File: src/rtl/iodr_pkg.sv
package iodr_pkg;

    // Register byte offsets
    localparam logic [7:0] IODR_CMD_OFS = 8'h00;
    localparam logic [7:0] IODR_DSC_OFS = 8'h04;
    localparam logic [7:0] IODR_DMA_OFS = 8'h08;
    localparam logic [7:0] IODR_CNT_OFS = 8'h0c;
    localparam logic [7:0] IODR_DIR_OFS = 8'h10;
    localparam logic [7:0] IODR_STS_OFS = 8'h14;
    localparam logic [7:0] IODR_PA_OFS = 8'h18;

    // Command register bit positions
    localparam int IODR_CMD_RETPOP = 0;
    localparam int IODR_CMD_DISINT = 1;
    localparam int IODR_CMD_ENINT = 2;
    localparam int IODR_CMD_DMA = 3;
    localparam int IODR_CMD_DDR = 4;
    localparam int IODR_CMD_PCM = 5;

    // Status register field positions
    localparam int IODR_STS_MODE = 0;
    localparam int IODR_STS_INTEN = 2;
    localparam int IODR_STS_BUSY = 3;
    localparam int IODR_STS_LEVEL = 4;
    localparam int IODR_STS_PA = 8;
    localparam int IODR_STS_DEPTH = 12;

    // Widths and sizes
    localparam int IODR_SC_W = 4;
    localparam int IODR_MA_W = 16;
    localparam int IODR_STK_N = 3;
    localparam int IODR_SYNC_W = 9;
    localparam logic [1:0] IODR_STK_TOP = 2'd2;

    // Reset values; active-low pins idle high in the synchroniser
    localparam logic [IODR_SYNC_W-1:0] IODR_SYNC_RST = 9'h019;
    localparam logic IODR_INTEN_RST = 1'b0;

    // Cycles for a cycle-steal peripheral's request to drop through the synchroniser
    localparam logic [1:0] IODR_SETTLE_CYC = 2'd2;

    typedef enum logic [1:0] {IODR_MODE_DMA, IODR_MODE_DDR, IODR_MODE_PCM} iodr_mode_t;

    typedef struct packed {
        logic bus_request;
        logic io_strobe;
        logic [IODR_SC_W-1:0] sc;
        logic last_word;
        logic mem_req;
        logic mem_output;
        logic [IODR_MA_W-1:0] mem_addr;
    } iodr_dma_bus_t;

    typedef struct packed {
        logic grant;
        logic [IODR_SC_W-1:0] pa;
        logic [1:0] level;
    } iodr_int_bus_t;

endpackage

File: src/rtl/iodr_dma_chan.sv
module iodr_dma_chan
    import iodr_pkg::*;
(
    // Clock and reset
    input wire logic hclk,
    input wire logic hresetn,
    // Mode and synchronised pins
    input wire iodr_mode_t mode,
    input wire logic req,
    input wire logic grant,
    input wire logic mem_done,
    // Register loads
    input wire logic ld_sc,
    input wire logic ld_ma,
    input wire logic ld_cnt,
    input wire logic ld_dir,
    input wire logic [IODR_MA_W-1:0] wdata,
    // Register contents and status
    output logic [IODR_SC_W-1:0] sc_q,
    output logic [IODR_MA_W-1:0] ma_q,
    output logic [IODR_MA_W-1:0] cnt_q,
    output logic dir_q,
    output logic busy,
    // Bus side
    output iodr_dma_bus_t dma_bus
);

    typedef enum logic [2:0] {ST_IDLE, ST_ASK, ST_IO, ST_MEM, ST_UPD, ST_SETTLE} iodr_dma_st_t;

    iodr_dma_st_t st_q;
    logic pcm_q;
    logic [1:0] settle_q;
    logic take;

    assign take = req && (mode != IODR_MODE_DDR);

    always_ff @(posedge hclk or negedge hresetn)
    begin
        if (!hresetn)
        begin
            st_q <= ST_IDLE;
            pcm_q <= 1'b0;
            settle_q <= 2'd0;
        end
        else
        begin
            unique case (st_q)
                ST_IDLE:
                    if (take)
                    begin
                        st_q <= ST_ASK;
                        pcm_q <= (mode == IODR_MODE_PCM);
                    end
                ST_ASK:
                    if (grant)
                        st_q <= (pcm_q || !dir_q) ? ST_IO : ST_MEM;
                ST_IO:
                    st_q <= (pcm_q || dir_q) ? ST_UPD : ST_MEM;
                ST_MEM:
                    if (mem_done)
                        st_q <= dir_q ? ST_IO : ST_UPD;
                ST_UPD:
                begin
                    st_q <= ST_SETTLE;
                    settle_q <= 2'd0;
                end
                ST_SETTLE:
                    // Bus kept while the request stands, giving burst transfers
                    if (settle_q == IODR_SETTLE_CYC - 2'd1)
                    begin
                        if (take)
                        begin
                            pcm_q <= (mode == IODR_MODE_PCM);
                            st_q <= ((mode == IODR_MODE_PCM) || !dir_q) ? ST_IO : ST_MEM;
                        end
                        else
                            st_q <= ST_IDLE;
                    end
                    else
                        settle_q <= settle_q + 2'd1;
            endcase
        end
    end

    // Software loads win over the automatic update
    always_ff @(posedge hclk or negedge hresetn)
    begin
        if (!hresetn)
        begin
            sc_q <= '0;
            ma_q <= '0;
            cnt_q <= '0;
            dir_q <= 1'b0;
        end
        else
        begin
            if (ld_sc)
                sc_q <= wdata[IODR_SC_W-1:0];
            if (ld_dir)
                dir_q <= wdata[0];
            if (ld_ma)
                ma_q <= wdata;
            else if (st_q == ST_UPD)
                ma_q <= ma_q + 16'h0001;
            if (ld_cnt)
                cnt_q <= wdata;
            else if (st_q == ST_UPD)
                cnt_q <= cnt_q - 16'h0001;
        end
    end

    assign busy = (st_q != ST_IDLE);

    always_comb
    begin
        dma_bus.bus_request = (st_q != ST_IDLE);
        dma_bus.io_strobe = (st_q == ST_IO);
        dma_bus.sc = sc_q;
        dma_bus.last_word = (st_q == ST_IO) && (cnt_q == '0);
        dma_bus.mem_req = (st_q == ST_MEM);
        dma_bus.mem_output = dir_q;
        dma_bus.mem_addr = ma_q;
    end
endmodule // iodr_dma_chan

File: src/rtl/iodr_io_ctrl.sv
// The placing of the registers and register access over AHB-Lite were left to the implementer.
module iodr_io_ctrl
    import iodr_pkg::*;
(
    // Clock and reset
    input wire logic hclk,
    input wire logic hresetn,
    // AHB-Lite slave
    input wire logic hsel,
    input wire logic [31:0] haddr,
    input wire logic [1:0] htrans,
    input wire logic hwrite,
    input wire logic [2:0] hsize,
    input wire logic [31:0] hwdata,
    input wire logic hready,
    output logic hreadyout,
    output logic hresp,
    output logic [31:0] hrdata,
    // Processor side
    input wire logic instr_fetch,
    // Peripheral pins
    input wire logic dma_request_n,
    input wire logic bus_grant,
    input wire logic mem_done,
    input wire logic [1:0] irq_n,
    input wire logic [IODR_SC_W-1:0] irq_sc,
    // Outputs to bus and processor
    output iodr_dma_bus_t dma_bus,
    output iodr_int_bus_t int_bus
);

    // Pin synchronisers
    logic [IODR_SYNC_W-1:0] sync_raw;
    logic [IODR_SYNC_W-1:0] sync_a_q;
    logic [IODR_SYNC_W-1:0] sync_q;

    assign sync_raw = {irq_sc, irq_n, mem_done, bus_grant, dma_request_n};

    genvar gi;
    generate
        for (gi = 0; gi < IODR_SYNC_W; gi++)
        begin : g_sync
            always_ff @(posedge hclk or negedge hresetn)
            begin
                if (!hresetn)
                begin
                    sync_a_q[gi] <= IODR_SYNC_RST[gi];
                    sync_q[gi] <= IODR_SYNC_RST[gi];
                end
                else
                begin
                    sync_a_q[gi] <= sync_raw[gi];
                    sync_q[gi] <= sync_a_q[gi];
                end
            end
        end
    endgenerate

    logic dreq_s;
    logic grant_s;
    logic mdone_s;
    logic [1:0] irq_s;
    logic [IODR_SC_W-1:0] isc_s;

    assign dreq_s = !sync_q[0];
    assign grant_s = sync_q[1];
    assign mdone_s = sync_q[2];
    assign irq_s = ~sync_q[4:3];
    assign isc_s = sync_q[8:5];

    // AHB-Lite: writes with no wait, reads with one wait for a registered hrdata
    logic ap_take;
    logic dp_wr_q;
    logic dp_map_q;
    logic [7:0] dp_ofs_q;
    logic rd_wait_q;
    logic [31:0] hrdata_q;
    logic [31:0] rd_mux;
    logic wr_en;

    assign ap_take = hsel && hready && htrans[1];
    assign hreadyout = !rd_wait_q;
    assign hresp = 1'b0;
    assign hrdata = hrdata_q;

    always_ff @(posedge hclk or negedge hresetn)
    begin
        if (!hresetn)
        begin
            dp_wr_q <= 1'b0;
            dp_map_q <= 1'b0;
            dp_ofs_q <= 8'h00;
        end
        else if (hready)
        begin
            dp_wr_q <= ap_take && hwrite;
            dp_map_q <= (haddr[31:8] == 24'h000000) && (haddr[1:0] == 2'b00);
            dp_ofs_q <= haddr[7:0];
        end
    end

    always_ff @(posedge hclk or negedge hresetn)
    begin
        if (!hresetn)
            rd_wait_q <= 1'b0;
        else if (rd_wait_q)
            rd_wait_q <= 1'b0;
        else if (hready)
            rd_wait_q <= ap_take && !hwrite;
    end

    always_ff @(posedge hclk or negedge hresetn)
    begin
        if (!hresetn)
            hrdata_q <= 32'h00000000;
        else if (rd_wait_q)
            hrdata_q <= rd_mux;
    end

    assign wr_en = dp_wr_q && dp_map_q;

    logic cmd_wr;
    logic pa_wr;
    assign cmd_wr = wr_en && (dp_ofs_q == IODR_CMD_OFS);
    assign pa_wr = wr_en && (dp_ofs_q == IODR_PA_OFS);

    // DMA selection, one encoded register
    iodr_mode_t mode_q;

    always_ff @(posedge hclk or negedge hresetn)
    begin
        if (!hresetn)
            mode_q <= IODR_MODE_DDR;
        else if (cmd_wr)
        begin
            // Several mode bits at once: the lowest one is taken
            if (hwdata[IODR_CMD_DMA])
                mode_q <= IODR_MODE_DMA;
            else if (hwdata[IODR_CMD_DDR])
                mode_q <= IODR_MODE_DDR;
            else if (hwdata[IODR_CMD_PCM])
                mode_q <= IODR_MODE_PCM;
        end
    end

    // DMA channel; it sees no interrupt state at all
    logic [IODR_SC_W-1:0] dsc_q;
    logic [IODR_MA_W-1:0] dma_q;
    logic [IODR_MA_W-1:0] cnt_q;
    logic dir_q;
    logic dma_busy;

    iodr_dma_chan u_chan (
        .hclk(hclk),
        .hresetn(hresetn),
        .mode(mode_q),
        .req(dreq_s),
        .grant(grant_s),
        .mem_done(mdone_s),
        .ld_sc(wr_en && (dp_ofs_q == IODR_DSC_OFS)),
        .ld_ma(wr_en && (dp_ofs_q == IODR_DMA_OFS)),
        .ld_cnt(wr_en && (dp_ofs_q == IODR_CNT_OFS)),
        .ld_dir(wr_en && (dp_ofs_q == IODR_DIR_OFS)),
        .wdata(hwdata[IODR_MA_W-1:0]),
        .sc_q(dsc_q),
        .ma_q(dma_q),
        .cnt_q(cnt_q),
        .dir_q(dir_q),
        .busy(dma_busy),
        .dma_bus(dma_bus)
    );

    // Interrupt grant enable; disable wins if both bits are written
    logic int_en_q;

    always_ff @(posedge hclk or negedge hresetn)
    begin
        if (!hresetn)
            int_en_q <= IODR_INTEN_RST;
        else if (cmd_wr && hwdata[IODR_CMD_DISINT])
            int_en_q <= 1'b0;
        else if (cmd_wr && hwdata[IODR_CMD_ENINT])
            int_en_q <= 1'b1;
    end

    // Peripheral address and priority stack; entry 0 is the base level
    logic [IODR_SC_W-1:0] pa_stk_q [IODR_STK_N];
    logic [1:0] prio_stk_q [IODR_STK_N];
    logic [1:0] depth_q;
    logic [1:0] pend_lvl;
    logic [1:0] prio_cur;
    logic [IODR_SC_W-1:0] pa_cur;
    logic ret_pop;
    logic do_pop;
    logic grant_now;
    logic grant_q;
    // Entry a pop returns to; only meaningful while depth is above zero
    logic [IODR_SC_W-1:0] pa_below;

    assign prio_cur = prio_stk_q[depth_q];
    assign pa_cur = pa_stk_q[depth_q];
    assign pa_below = pa_stk_q[depth_q - 2'd1];
    assign pend_lvl = irq_s[1] ? 2'd2 : (irq_s[0] ? 2'd1 : 2'd0);
    assign ret_pop = cmd_wr && hwdata[IODR_CMD_RETPOP];
    assign do_pop = ret_pop && (depth_q != 2'd0);
    // Level-held request is granted again after a pop with no data cycle
    assign grant_now = instr_fetch && int_en_q && !ret_pop && (pend_lvl > prio_cur)
        && (depth_q != IODR_STK_TOP);

    always_ff @(posedge hclk or negedge hresetn)
    begin
        if (!hresetn)
        begin
            depth_q <= 2'd0;
            for (int i = 0; i < IODR_STK_N; i++)
            begin
                pa_stk_q[i] <= '0;
                prio_stk_q[i] <= 2'd0;
            end
        end
        else if (do_pop)
            depth_q <= depth_q - 2'd1;
        else if (grant_now)
        begin
            depth_q <= depth_q + 2'd1;
            pa_stk_q[depth_q + 2'd1] <= isc_s;
            prio_stk_q[depth_q + 2'd1] <= pend_lvl;
        end
        else if (pa_wr)
            pa_stk_q[depth_q] <= hwdata[IODR_SC_W-1:0];
    end

    always_ff @(posedge hclk or negedge hresetn)
    begin
        if (!hresetn)
            grant_q <= 1'b0;
        else
            grant_q <= grant_now;
    end

    always_comb
    begin
        int_bus.grant = grant_q;
        int_bus.pa = pa_cur;
        int_bus.level = prio_cur;
    end

    // Register read mux; unmapped reads return zero
    always_comb
    begin
        rd_mux = 32'h00000000;
        if (dp_map_q)
        begin
            unique case (dp_ofs_q)
                IODR_DSC_OFS: rd_mux[IODR_SC_W-1:0] = dsc_q;
                IODR_DMA_OFS: rd_mux[IODR_MA_W-1:0] = dma_q;
                IODR_CNT_OFS: rd_mux[IODR_MA_W-1:0] = cnt_q;
                IODR_DIR_OFS: rd_mux[0] = dir_q;
                IODR_PA_OFS: rd_mux[IODR_SC_W-1:0] = pa_cur;
                IODR_STS_OFS:
                begin
                    rd_mux[IODR_STS_MODE +: 2] = mode_q;
                    rd_mux[IODR_STS_INTEN] = int_en_q;
                    rd_mux[IODR_STS_BUSY] = dma_busy;
                    rd_mux[IODR_STS_LEVEL +: 2] = prio_cur;
                    rd_mux[IODR_STS_PA +: IODR_SC_W] = pa_cur;
                    rd_mux[IODR_STS_DEPTH +: 2] = depth_q;
                end
                default: rd_mux = 32'h00000000;
            endcase
        end
    end
endmodule // iodr_io_ctrl

File: config.mk
export PLATFORM = sky130hd
export DESIGN_NAME = iodr_io_ctrl
export DESIGN_NICKNAME = d
export VERILOG_FILES = /design/src/rtl/iodr_pkg.sv /design/src/rtl/iodr_dma_chan.sv /design/src/rtl/iodr_io_ctrl.sv
export SDC_FILE = /design/constraint.sdc
export NUM_CORES = 1
export LEC_CHECK = 0
export ABC_AREA = 1
export BUFFER_PORTS_ARGS = -buffer_cell sky130_fd_sc_hd__buf_2
export CAP_MARGIN = 5
export CORE_UTILIZATION = 54
export CTS_CLUSTER_DIAMETER = 150
export DETAILED_ROUTE_END_ITERATION = 16
export PLACE_DENSITY = 0.87
export SETUP_SLACK_MARGIN = 0.3
export SLEW_MARGIN = 20
export SYNTH_ARGS = -nofsm -noshare
export SYNTH_HDL_FRONTEND = slang
export SYNTH_SLANG_ARGS = --single-unit
File: constraint.sdc
create_clock -name hclk -period 3 [get_ports hclk]
set_clock_uncertainty 0.1 [all_clocks]
set_input_delay 0.15 -clock hclk [delete_from_list [all_inputs] [get_ports hclk]]
set_output_delay 0.15 -clock hclk [all_outputs]
set_load 0.1 [all_outputs]
## Word-level counts from Yosys, hierarchy flattened

Cells that the tools add are included.

- Word-level logic and storage cells: 181
- Register bits: 128
- Bits of input ports: 84

- Reductions and logical operators: 53
- Add/sub/neg operators: 5
- Bitwise logic cells: 4
- Order comparisons: 5
- Mux-type cells: 54
- Equality and inequality tests: 20

Operator list:

| kind | count |
|---|---|
| 16-bit two-way mux | 5 |
| 12-bit bitwise mux | 2 |
| 8-bit by 5-bit equality test with 1-bit output (second input constant) | 3 |
| 1-bit logical AND | 24 |
| 24-bit logical NOT | 1 |
| 12-bit two-way mux | 2 |
| 3-bit two-way mux | 7 |
| 2-bit two-way mux | 10 |
| 3-bit one-hot mux with 6 select lines | 1 |
| 6-bit one-hot mux with 3 select lines | 1 |
| 16-bit by 1-bit adder with 16-bit output (second input constant) | 1 |
| 4-bit demux with 2-bit select | 2 |
| 8-bit by 4-bit equality test with 1-bit output (second input constant) | 2 |
| 16-bit logical NOT | 1 |
| 4-bit two-way mux | 4 |
| 2-bit nonzero test | 8 |
| 16-bit by 1-bit subtractor with 16-bit output (second input constant) | 1 |
| 3-bit one-hot mux with 5 select lines | 1 |
| 2-bit one-hot mux with 2 select lines | 3 |
| 2-bit AND reduction | 5 |
| 1-bit two-way mux | 9 |
| 4-bit binary-select mux with 2-bit select | 1 |
| 8-bit by 3-bit equality test with 1-bit output (second input constant) | 1 |
| 8-bit logical NOT | 1 |
| 27 further kinds | 45 |

## Depth between registers and ports, before layout

Gate-level depths: netlist of run 1.

- Word-level depth: 9
- Mapped depth: 17

## By module

From an unflattened synthesis of run 1, not the netlist that was laid out.

- Cell total of the unflattened synthesis: 904
- Area, all modules: 6638.9 sq um

By module, submodules not included:

| module | cells an instance | times used | area each (sq um) | sequential area each (sq um) |
|---|---|---|---|---|
| iodr_io_ctrl | 514 | 1 | 3814.9 | 1735.4 |
| iodr_dma_chan | 390 | 1 | 2824.0 | 1076.0 |

## Least setup slack after synthesis of run 1

Ideal clock, no wire load.

- Path kind: register to output
- Start point: reg u_chan.st_q[2]
- End point: out dma_bus[18] in the netlist's numbering
- Buffers on the path: 0
- Path slack: -0.628 ns
- Arrival time: 3.378 ns
- Stages on the path, launching flop included: 6
- Cells stage by stage: dfrtp_1 -> inv_1 -> nand2_1 -> nor2_1 -> nand4_1 -> nor2_1

RTL lines:

| what | line | text |
|---|---|---|
| start: declaration | iodr_dma_chan.sv:30 | `iodr_dma_st_t st_q;` |
| start signal: assignment | iodr_dma_chan.sv:56 | `st_q <= (pcm_q \|\| !dir_q) ? ST_IO : ST_MEM;` |
| start signal: assignment | iodr_dma_chan.sv:58 | `st_q <= (pcm_q \|\| dir_q) ? ST_UPD : ST_MEM;` |
| start signal: assignment | iodr_dma_chan.sv:61 | `st_q <= dir_q ? ST_IO : ST_UPD;` |
| end: declaration | iodr_io_ctrl.sv:28 | `output iodr_dma_bus_t dma_bus,` |

## Final worst setup path of run 1

- Start point: reg depth_q[0]
- End point: reg pa_stk_q[11] in the netlist's numbering

- Word-level cells in the longest chain between the ends: 9
- Elaborated cells on any way between the ends: 29
- Classes of those cells: add/sub: 1; order compare: 5; eq/ne: 1; mux: 11; bitwise: 3; reduce/logical: 8

RTL lines:

| what | line | text |
|---|---|---|
| start: declaration | iodr_io_ctrl.sv:189 | `logic [1:0] depth_q;` |
| start signal: assignment | iodr_io_ctrl.sv:222 | `depth_q <= depth_q - 2'd1;` |
| start signal: assignment | iodr_io_ctrl.sv:225 | `depth_q <= depth_q + 2'd1;` |
| 2-bit inverter with 3-bit output (implied by the code) | iodr_io_ctrl.sv:200 | `assign prio_cur = prio_stk_q[depth_q];` |
| 2-bit binary-select mux with 2-bit select | iodr_io_ctrl.sv:200 |  |
| 2-bit two-way mux (implied by the code) (2 in a row) | iodr_io_ctrl.sv:200 |  |
| 2-bit > comparator | iodr_io_ctrl.sv:207 | `assign grant_now = instr_fetch && int_en_q && !ret_pop && (pend_lvl > prio_cur)` |
| 1-bit logical AND | iodr_io_ctrl.sv:207 |  |
| 1-bit logical AND * | iodr_io_ctrl.sv:208 | `&& (depth_q != IODR_STK_TOP);` |
| named net grant_now | iodr_io_ctrl.sv:195 | `logic grant_now;` |
| 2-bit nonzero test (no source line) | -- |  |
| 2-bit AND reduction (no source line) | -- |  |
| end signal: indexed assignment | iodr_io_ctrl.sv:226 | `pa_stk_q[depth_q + 2'd1] <= isc_s;` |
| end signal: indexed assignment | iodr_io_ctrl.sv:230 | `pa_stk_q[depth_q] <= hwdata[IODR_SC_W-1:0];` |
| end: declaration | iodr_io_ctrl.sv:187 | `logic [IODR_SC_W-1:0] pa_stk_q [IODR_STK_N];` |

Mark *: on every way through the listed nets, which the timed path passes. The rest lies on a longest branch. The select of a mux whose other input is x is not followed.
A chain may end at the register's enable or synchronous reset.

==> results by group, run 1 <==
Run status
  – Status: finished, final reports clean

Final layout
  – Finished Layout Cells: between 1000 and 1500
  – Fill cells: 948
  – Share of layout cells above drive strength 1: 0.168
  – Antenna Cells: 0
  – Fin nets: 1096
  – Commonest non-fill, non-tap cell in the layout: nand2_1
  – Commonest cells after routing, fill and taps aside: nand2_1 (309), buf_2 (111), dfrtp_1 (104)
  – Area Overhead vs Synth: 21.2%
  – Final instance area: 7670 sq um

Worst hold path
  – Min-Delay Path Class: input pin to flip-flop
  – Hold Crit Start: hready

Power and ir drop
  – Worst VDD drop: between 1000 and 1500 uV
  – Power Density: roughly 990 nW/um^2
  – Pleak: around 4.1 nW

Critical path
  – Setup crit end: pa_stk_q[11]
  – Critical path class: flip-flop to flip-flop
  – RR Endpoint: pa_stk_q[11]
  – Worst Path Required: 3.15 ns
  – R2r setup slk: 0.45 ns
  – Crit path from: depth_q[0]
  – Crit path max fanout: 19
  – Worst r2r src: depth_q[0]
  – Worst Reg-to-Reg Cells: 15
  – Startpoint Class: flip-flop
  – Critical path capture point type: flip-flop
  – WP data arrival: 2.70 ns

Logic synthesis
  – Sequential area share after synthesis: 0.444
  – Distinct cells, synth: 39
  – Ys async rst share: 1.00
  – Cell count after synthesis: 858
  – Syn. warnings: 0
  – #FFs+latches synth: between 100 and 150
  – EDFF count, synth: 0
  – Syn Area/Cell: 7.38 sq um
  – Syn Std Cell Area: approximately 6300 sq um
  – Dominant synthesized flop cell: dfrtp_1

Place
  – # port buffers: ~110
  – Placement Setup Slack: 0.540 ns
  – Routability cong.: ~0.94
  – Post-DP HPWL: 12.3 mm
  – Placed cell area: 6990 sq um
  – Dpl cells: 1101

Drt
  – Pre-antenna DRT Iters: 8
  – DR iter-0 viols: 589
  – Post-route ant nets: 0
  – Vias: 6238
  – DRT Wirelength: 17.3 mm
  – Routed WL per cell: 15.1 um
  – DR DRC count: 0
  – Via density: approximately 5.4

STA
  – Tmin final: 2.55 ns
  – Final hold slack: 0.0167 ns
  – Max-slew headroom: 0.561
  – Worst setup slack after layout: 0.450 ns
  – RSZ-0062 raised after global routing: no
  – Max Fclk: 0.392 GHz
  – Fin Setup TNS: 0 ns
  – Worst Tran Pin Value: 0.658 ns
  – Final period util: 0.850
  – Setup Viol. Count Final: 0
  – Fin. Hold Viols: 0
  – Fin. max-slew vios: 0

Clock network
  – Clk root buf: clkbuf_16
  – CTS Sinks: 112
  – CTS tree: built
  – CTS Buf Count: 9
  – Max Buffers Root-to-Sink: 2
  – H-tree levels: 3
  – Worst-path clk slew: about 0.070 ns
  – Worst skew pair latency: 0.35 ns
  – Post-CTS Setup Bufs: 0

GRT
  – Largest net degree at the start of global routing: 64
  – Vias in the first global route: 5647
  – Initial antenna violation count: 0
  – GRT Total Usage: 0.295
  – Global-route wire length before repair: 27.3 mm
  – GRT overflow: 0

Die
  – Core ar.: 11400 sq um
  – Die Y: approximately 110 um
  – Die X: approximately 110 um
  – Die footprint: 12200 sq um
  – # rows: 39
  – I/O pin total: 150
  – Starting Density: 0.555

Flow run
  – Max-cap violations: 0
-- kinds of logic after synthesis --
group,count (synthesis),share of synthesized area
simple gates,500,0.334
buf+inv,133,0.0952
flops,112,0.444
compound gates,79,0.0737
xor+xnor,22,0.0304
fa+ha+maj,11,0.0217
other cells,1,0.000592
-- registers in the layout, summed over array words and instances (netlist names) --
signal           flops
depth_q              2
dp_map_q             1
dp_ofs_q             8
dp_wr_q              1
grant_q              1
grant_s              1
hrdata              16
int_en_q             1
isc_s                4
mdone_s              1
mode_q               2
pa_stk_q            12
prio_stk_q           6
rd_wait_q            1
sync_a_q             9
sync_q               3
u_chan.cnt_q        16
u_chan.dir_q         1
u_chan.ma_q         16
u_chan.pcm_q         1
u_chan.sc_q          4
u_chan.settle_q      2
u_chan.st_q          3
-- per-layer routing --
layer,share of wire,GRT usage
met5,0,0
met4,0.035,0.137
met3,0.10,0.0535
met2,0.45,0.457
met1,0.41,0.403
-- timing repair --
item,4_1_cts,5_1_grt
gates resized for setup,0,3
setup endpoints to repair,0,14
endpoints found under the hold margin,85,0
hold buffers,32,0
-- cells in the mapped netlist (5+ instances only) --
| cell type | number | area share |
|---|---|---|
| nand4_1 | 11 | 0.011 |
| a21oi_1 | 16 | 0.013 |
| nand3_1 | 75 | 0.059 |
| dfrtp_1 | 105 | 0.41 |
| nor2_1 | 71 | 0.042 |
| o21ai_0 | 39 | 0.031 |
| nand2_1 | 311 | 0.18 |
| nor2_2 | 5 | 0.0049 |
| buf_4 | 23 | 0.027 |
| nor4_1 | 5 | 0.0049 |
| o211ai_1 | 12 | 0.014 |
| buf_2 | 7 | 0.0055 |
| ha_1 | 11 | 0.022 |
| inv_1 | 94 | 0.056 |
| xor2_1 | 18 | 0.025 |
| dfstp_2 | 7 | 0.029 |
| nor3_1 | 6 | 0.0047 |
-- layout make-up --
class | instances | area (sq um) | share of cell area
multi-input combinational | 629 | 3010 | 0.392
sequential | 112 | 2810 | 0.367
timing repair buffer | 151 | 948 | 0.124
inverter | 98 | 368 | 0.0479
clock buffer | 11 | 253 | 0.0329
tap | 143 | 179 | 0.0233
clock inverter | 5 | 103 | 0.0134
-- power breakdown --
part           total, mW  internal, mW  switching [mW]  leakage, nW
logic               3.86         0.885            2.98         2.54
clock network       1.42         0.861           0.554        0.172
registers           2.31          1.90           0.415         1.37
total               7.59          3.64            3.95         4.08
-- worst max-delay path, stage by stage, from the launching register on --
cell     delay (ns)
dfrtp_1        0.41
inv_1          0.14
nand2_1        0.07
inv_1          0.10
nand2_1        0.10
nand2_4        0.09
inv_1          0.04
ha_1           0.31
a21oi_1        0.27
nor2_4         0.09
nand2_4        0.18
inv_2          0.10
nand2_2        0.19
nand2_2        0.11
nand2_1        0.09
nand2_1        0.05
-- through the flow --
step | util | power (mW)
2_1_floorplan | - | 5.34
3_3_place_gp | 0.612 | 5.98
3_5_place_dp | 0.612 | 6.07
4_1_cts | 0.671 | 7.52
5_1_grt | 0.672 | 8.00
6_report | 0.672 | 7.59
-- worst min-delay path by stage --
| stage | slack (ns) | depth (start not counted) | to |
|---|---|---|---|
| 5_1_grt | 0.04 | 3 | dp_ofs_q[6] |
| 3_5_place_dp | 0.12 | 1 | hrdata[13] |
| 4_1_cts | 0.01 | 3 | mode_q[0] |
| 6_report | 0.02 | 3 | dp_ofs_q[6] |
| 3_3_place_gp | 0.12 | 1 | hrdata[14] |
| 2_1_floorplan | -0.25 | 0 | depth_q[0] |
(Power assumes the default switching activity.)
==> run 2: changes to the inputs <==
CORE_UTILIZATION = 49   (was 54)
PLACE_DENSITY = 0.84   (was 0.87)
clock period = 2.1 ns   (was 3 ns; I/O delays follow)
==> run 2 against run 1 <==
  * The flow now finishes with violations (negative setup slack)
  * Register-to-register slack worse by 0.64 ns
  * Critical path depth is 1 lower
  * Sequential cell count did not move
  * Clock-buffer cell count unchanged
  * Global-route usage about the same
  * Sequential share of layout area fell by 5.6 points
  * Combinational power increased by 100%
  * Routed wire length is 29% higher
  * Cell count grew 8.8%
  * Clock power rose by 24%
  * Critical path type unchanged
  * Critical endpoint is now pa_stk_q[8]
==> results by group, run 2 (synthesized netlist as in run 1, its figures left out) <==
Clock network
  – Clk root buf: clkbuf_16
  – Worst-path clk slew: about 0.070 ns
  – CTS Sinks: 112
  – H-tree levels: 3
  – CTS Buf Count: 9
  – CTS tree: built
  – Max Buffers Root-to-Sink: 2
  – Worst skew pair latency: 0.36 ns

Flow run
  – Max-cap violations: 0

Final layout
  – Fin nets: 1167
  – Commonest non-fill, non-tap cell in the layout: nand2_1
  – Commonest cells after routing, fill and taps aside: nand2_1 (262), buf_2 (101), dfrtp_1 (89)
  – Area Overhead vs Synth: 44.8%
  – Finished Core Util: 0.727
  – Share of layout cells above drive strength 1: 0.328
  – Final instance area: slightly above 9000 sq um
  – Finished Layout Cells: roughly 1300

Power and ir drop
  – Power Density: 1420 nW/um^2
  – Worst VDD drop: 979 uV
  – Pleak: ~4.6 nW

STA
  – Max Fclk: 0.436 GHz
  – Max-slew headroom: 0.556
  – Final period util: 1.09
  – Worst setup slack after layout: -0.195 ns
  – Tmin final: 2.29 ns
  – Setup Viol. Count Final: 22
  – Fin. max-slew vios: 0
  – Fin. Hold Viols: 0
  – RSZ-0062 raised after global routing: yes
  – Fin Setup TNS: -3.40 ns
  – Worst Tran Pin Value: 0.666 ns

Critical path
  – Crit path max fanout: 9
  – R2r setup slk: -0.19 ns
  – WP data arrival: 2.50 ns
  – Worst Reg-to-Reg Cells: 14
  – Critical path class: flip-flop to flip-flop
  – RR Endpoint: pa_stk_q[8]
  – Worst Path Required: 2.30 ns
  – Critical path capture point type: flip-flop
  – Worst r2r src: depth_q[0]
  – Startpoint Class: flip-flop
  – Setup crit end: pa_stk_q[8]
  – Crit path from: depth_q[0]

Drt
  – DR iter-0 viols: 1127
  – DR DRC count: 0
  – DRT Wirelength: 22.3 mm
  – Via density: between 5 and 6
  – Pre-antenna DRT Iters: 6
  – Routed WL per cell: around 18 um
  – Post-route ant nets: 0
  – Vias: 7056

Die
  – I/O pin total: 150
  – Die X: 116 um
  – Die Y: 116 um
  – Die footprint: 13400 sq um
  – Starting Density: 0.502
  – # rows: just over 40
  – Core ar.: between 10000 and 15000 sq um

Place
  – Dpl cells: 1147
  – # port buffers: 112
  – Post-DP HPWL: roughly 13 mm
  – Placed cell area: 7430 sq um
  – Routability cong.: 0.948

GRT
  – Vias in the first global route: 6163
  – Initial antenna violation count: 0
  – Global-route wire length before repair: approximately 30 mm
  – Largest net degree at the start of global routing: 54
  – GRT overflow: 0
  – GRT Total Usage: 0.296

Run status
  – Status: finished, violations left
  – Failing checks: negative setup slack

Worst hold path
  – Min-Delay Path Class: input pin to flip-flop
## run 2: worst min path at each step
| stage | from | to | cells after the start |
|---|---|---|---|
| floorplan | hresetn | depth_q[0] | 0 |
| global placement | hresetn | hrdata[14] | 1 |
| finish | hwdata[0] | u_chan.cnt_q[0] | 3 |
| global route | hwdata[0] | u_chan.cnt_q[0] | 3 |
| CTS | haddr[28] | dp_map_q | 5 |
| detailed placement | hresetn | hrdata[14] | 1 |
## run 2: routing by layer
| metal | GRT usage | vias to the layer above | wire length, um |
|---|---|---|---|
| li1 | - | 3124 | - |
| met1 | 0.384 | 3203 | 8160 |
| met2 | 0.480 | 564 | 10400 |
| met3 | 0.0397 | 165 | 2450 |
| met4 | 0.164 | 0 | 1330 |
| met5 | 0 | - | 0 |
## run 2: power by group
part / total, mW / switching (mW) / internal [mW] / leakage [nW]
sequential: 3.50 / 0.723 / 2.77 / 1.35
clock: 1.76 / 0.808 / 0.957 / 0.146
combinational: 7.75 / 5.28 / 2.46 / 3.12
## run 2: per-stage QoR
stage / hold WS, ns / total power, mW / worst slack [ns]
after floorplan: -0.291 / 8.07 / -0.179
after global placement: -0.0129 / 9.43 / -0.0863
after detailed placement: -0.00754 / 9.55 / -0.184
after CTS: 0.0114 / 12.0 / -0.0790
after global routing: 0.0371 / 13.5 / -0.340
final: 0.0353 / 13.0 / -0.195
## run 2: layout make-up
cell class | instances | area (sq um)
diodes | 1 | 2.50
clock buffers | 11 | 243
clock inverters | 5 | 56.3
fillers | 848 | 3450
inverters | 98 | 410
multi-input cells | 632 | 3680
flip-flops and latches | 112 | 2850
well taps | 172 | 215
repair buffers | 219 | 1720
## run 2: critical path, stage by stage (launching register included)
cell	delay, ns
dfrtp_1	0.42
inv_2	0.10
buf_6	0.13
o21ai_4	0.17
nand2_8	0.07
ha_4	0.22
nand2_2	0.05
nand4_1	0.13
nor2_4	0.28
nand2_8	0.15
clkinv_8	0.11
nand2_8	0.08
nand2_4	0.10
nand2_1	0.07
nand2_1	0.06
## run 2: timing repair
action                                  CTS  global route
setup buffers                            16            14
pin swaps                                18            39
cloned                                    2             2
endpoints found under the setup margin   58            71
hold buffers                             52             0
endpoints found under the hold margin    80             0
gates resized for setup                  53           131
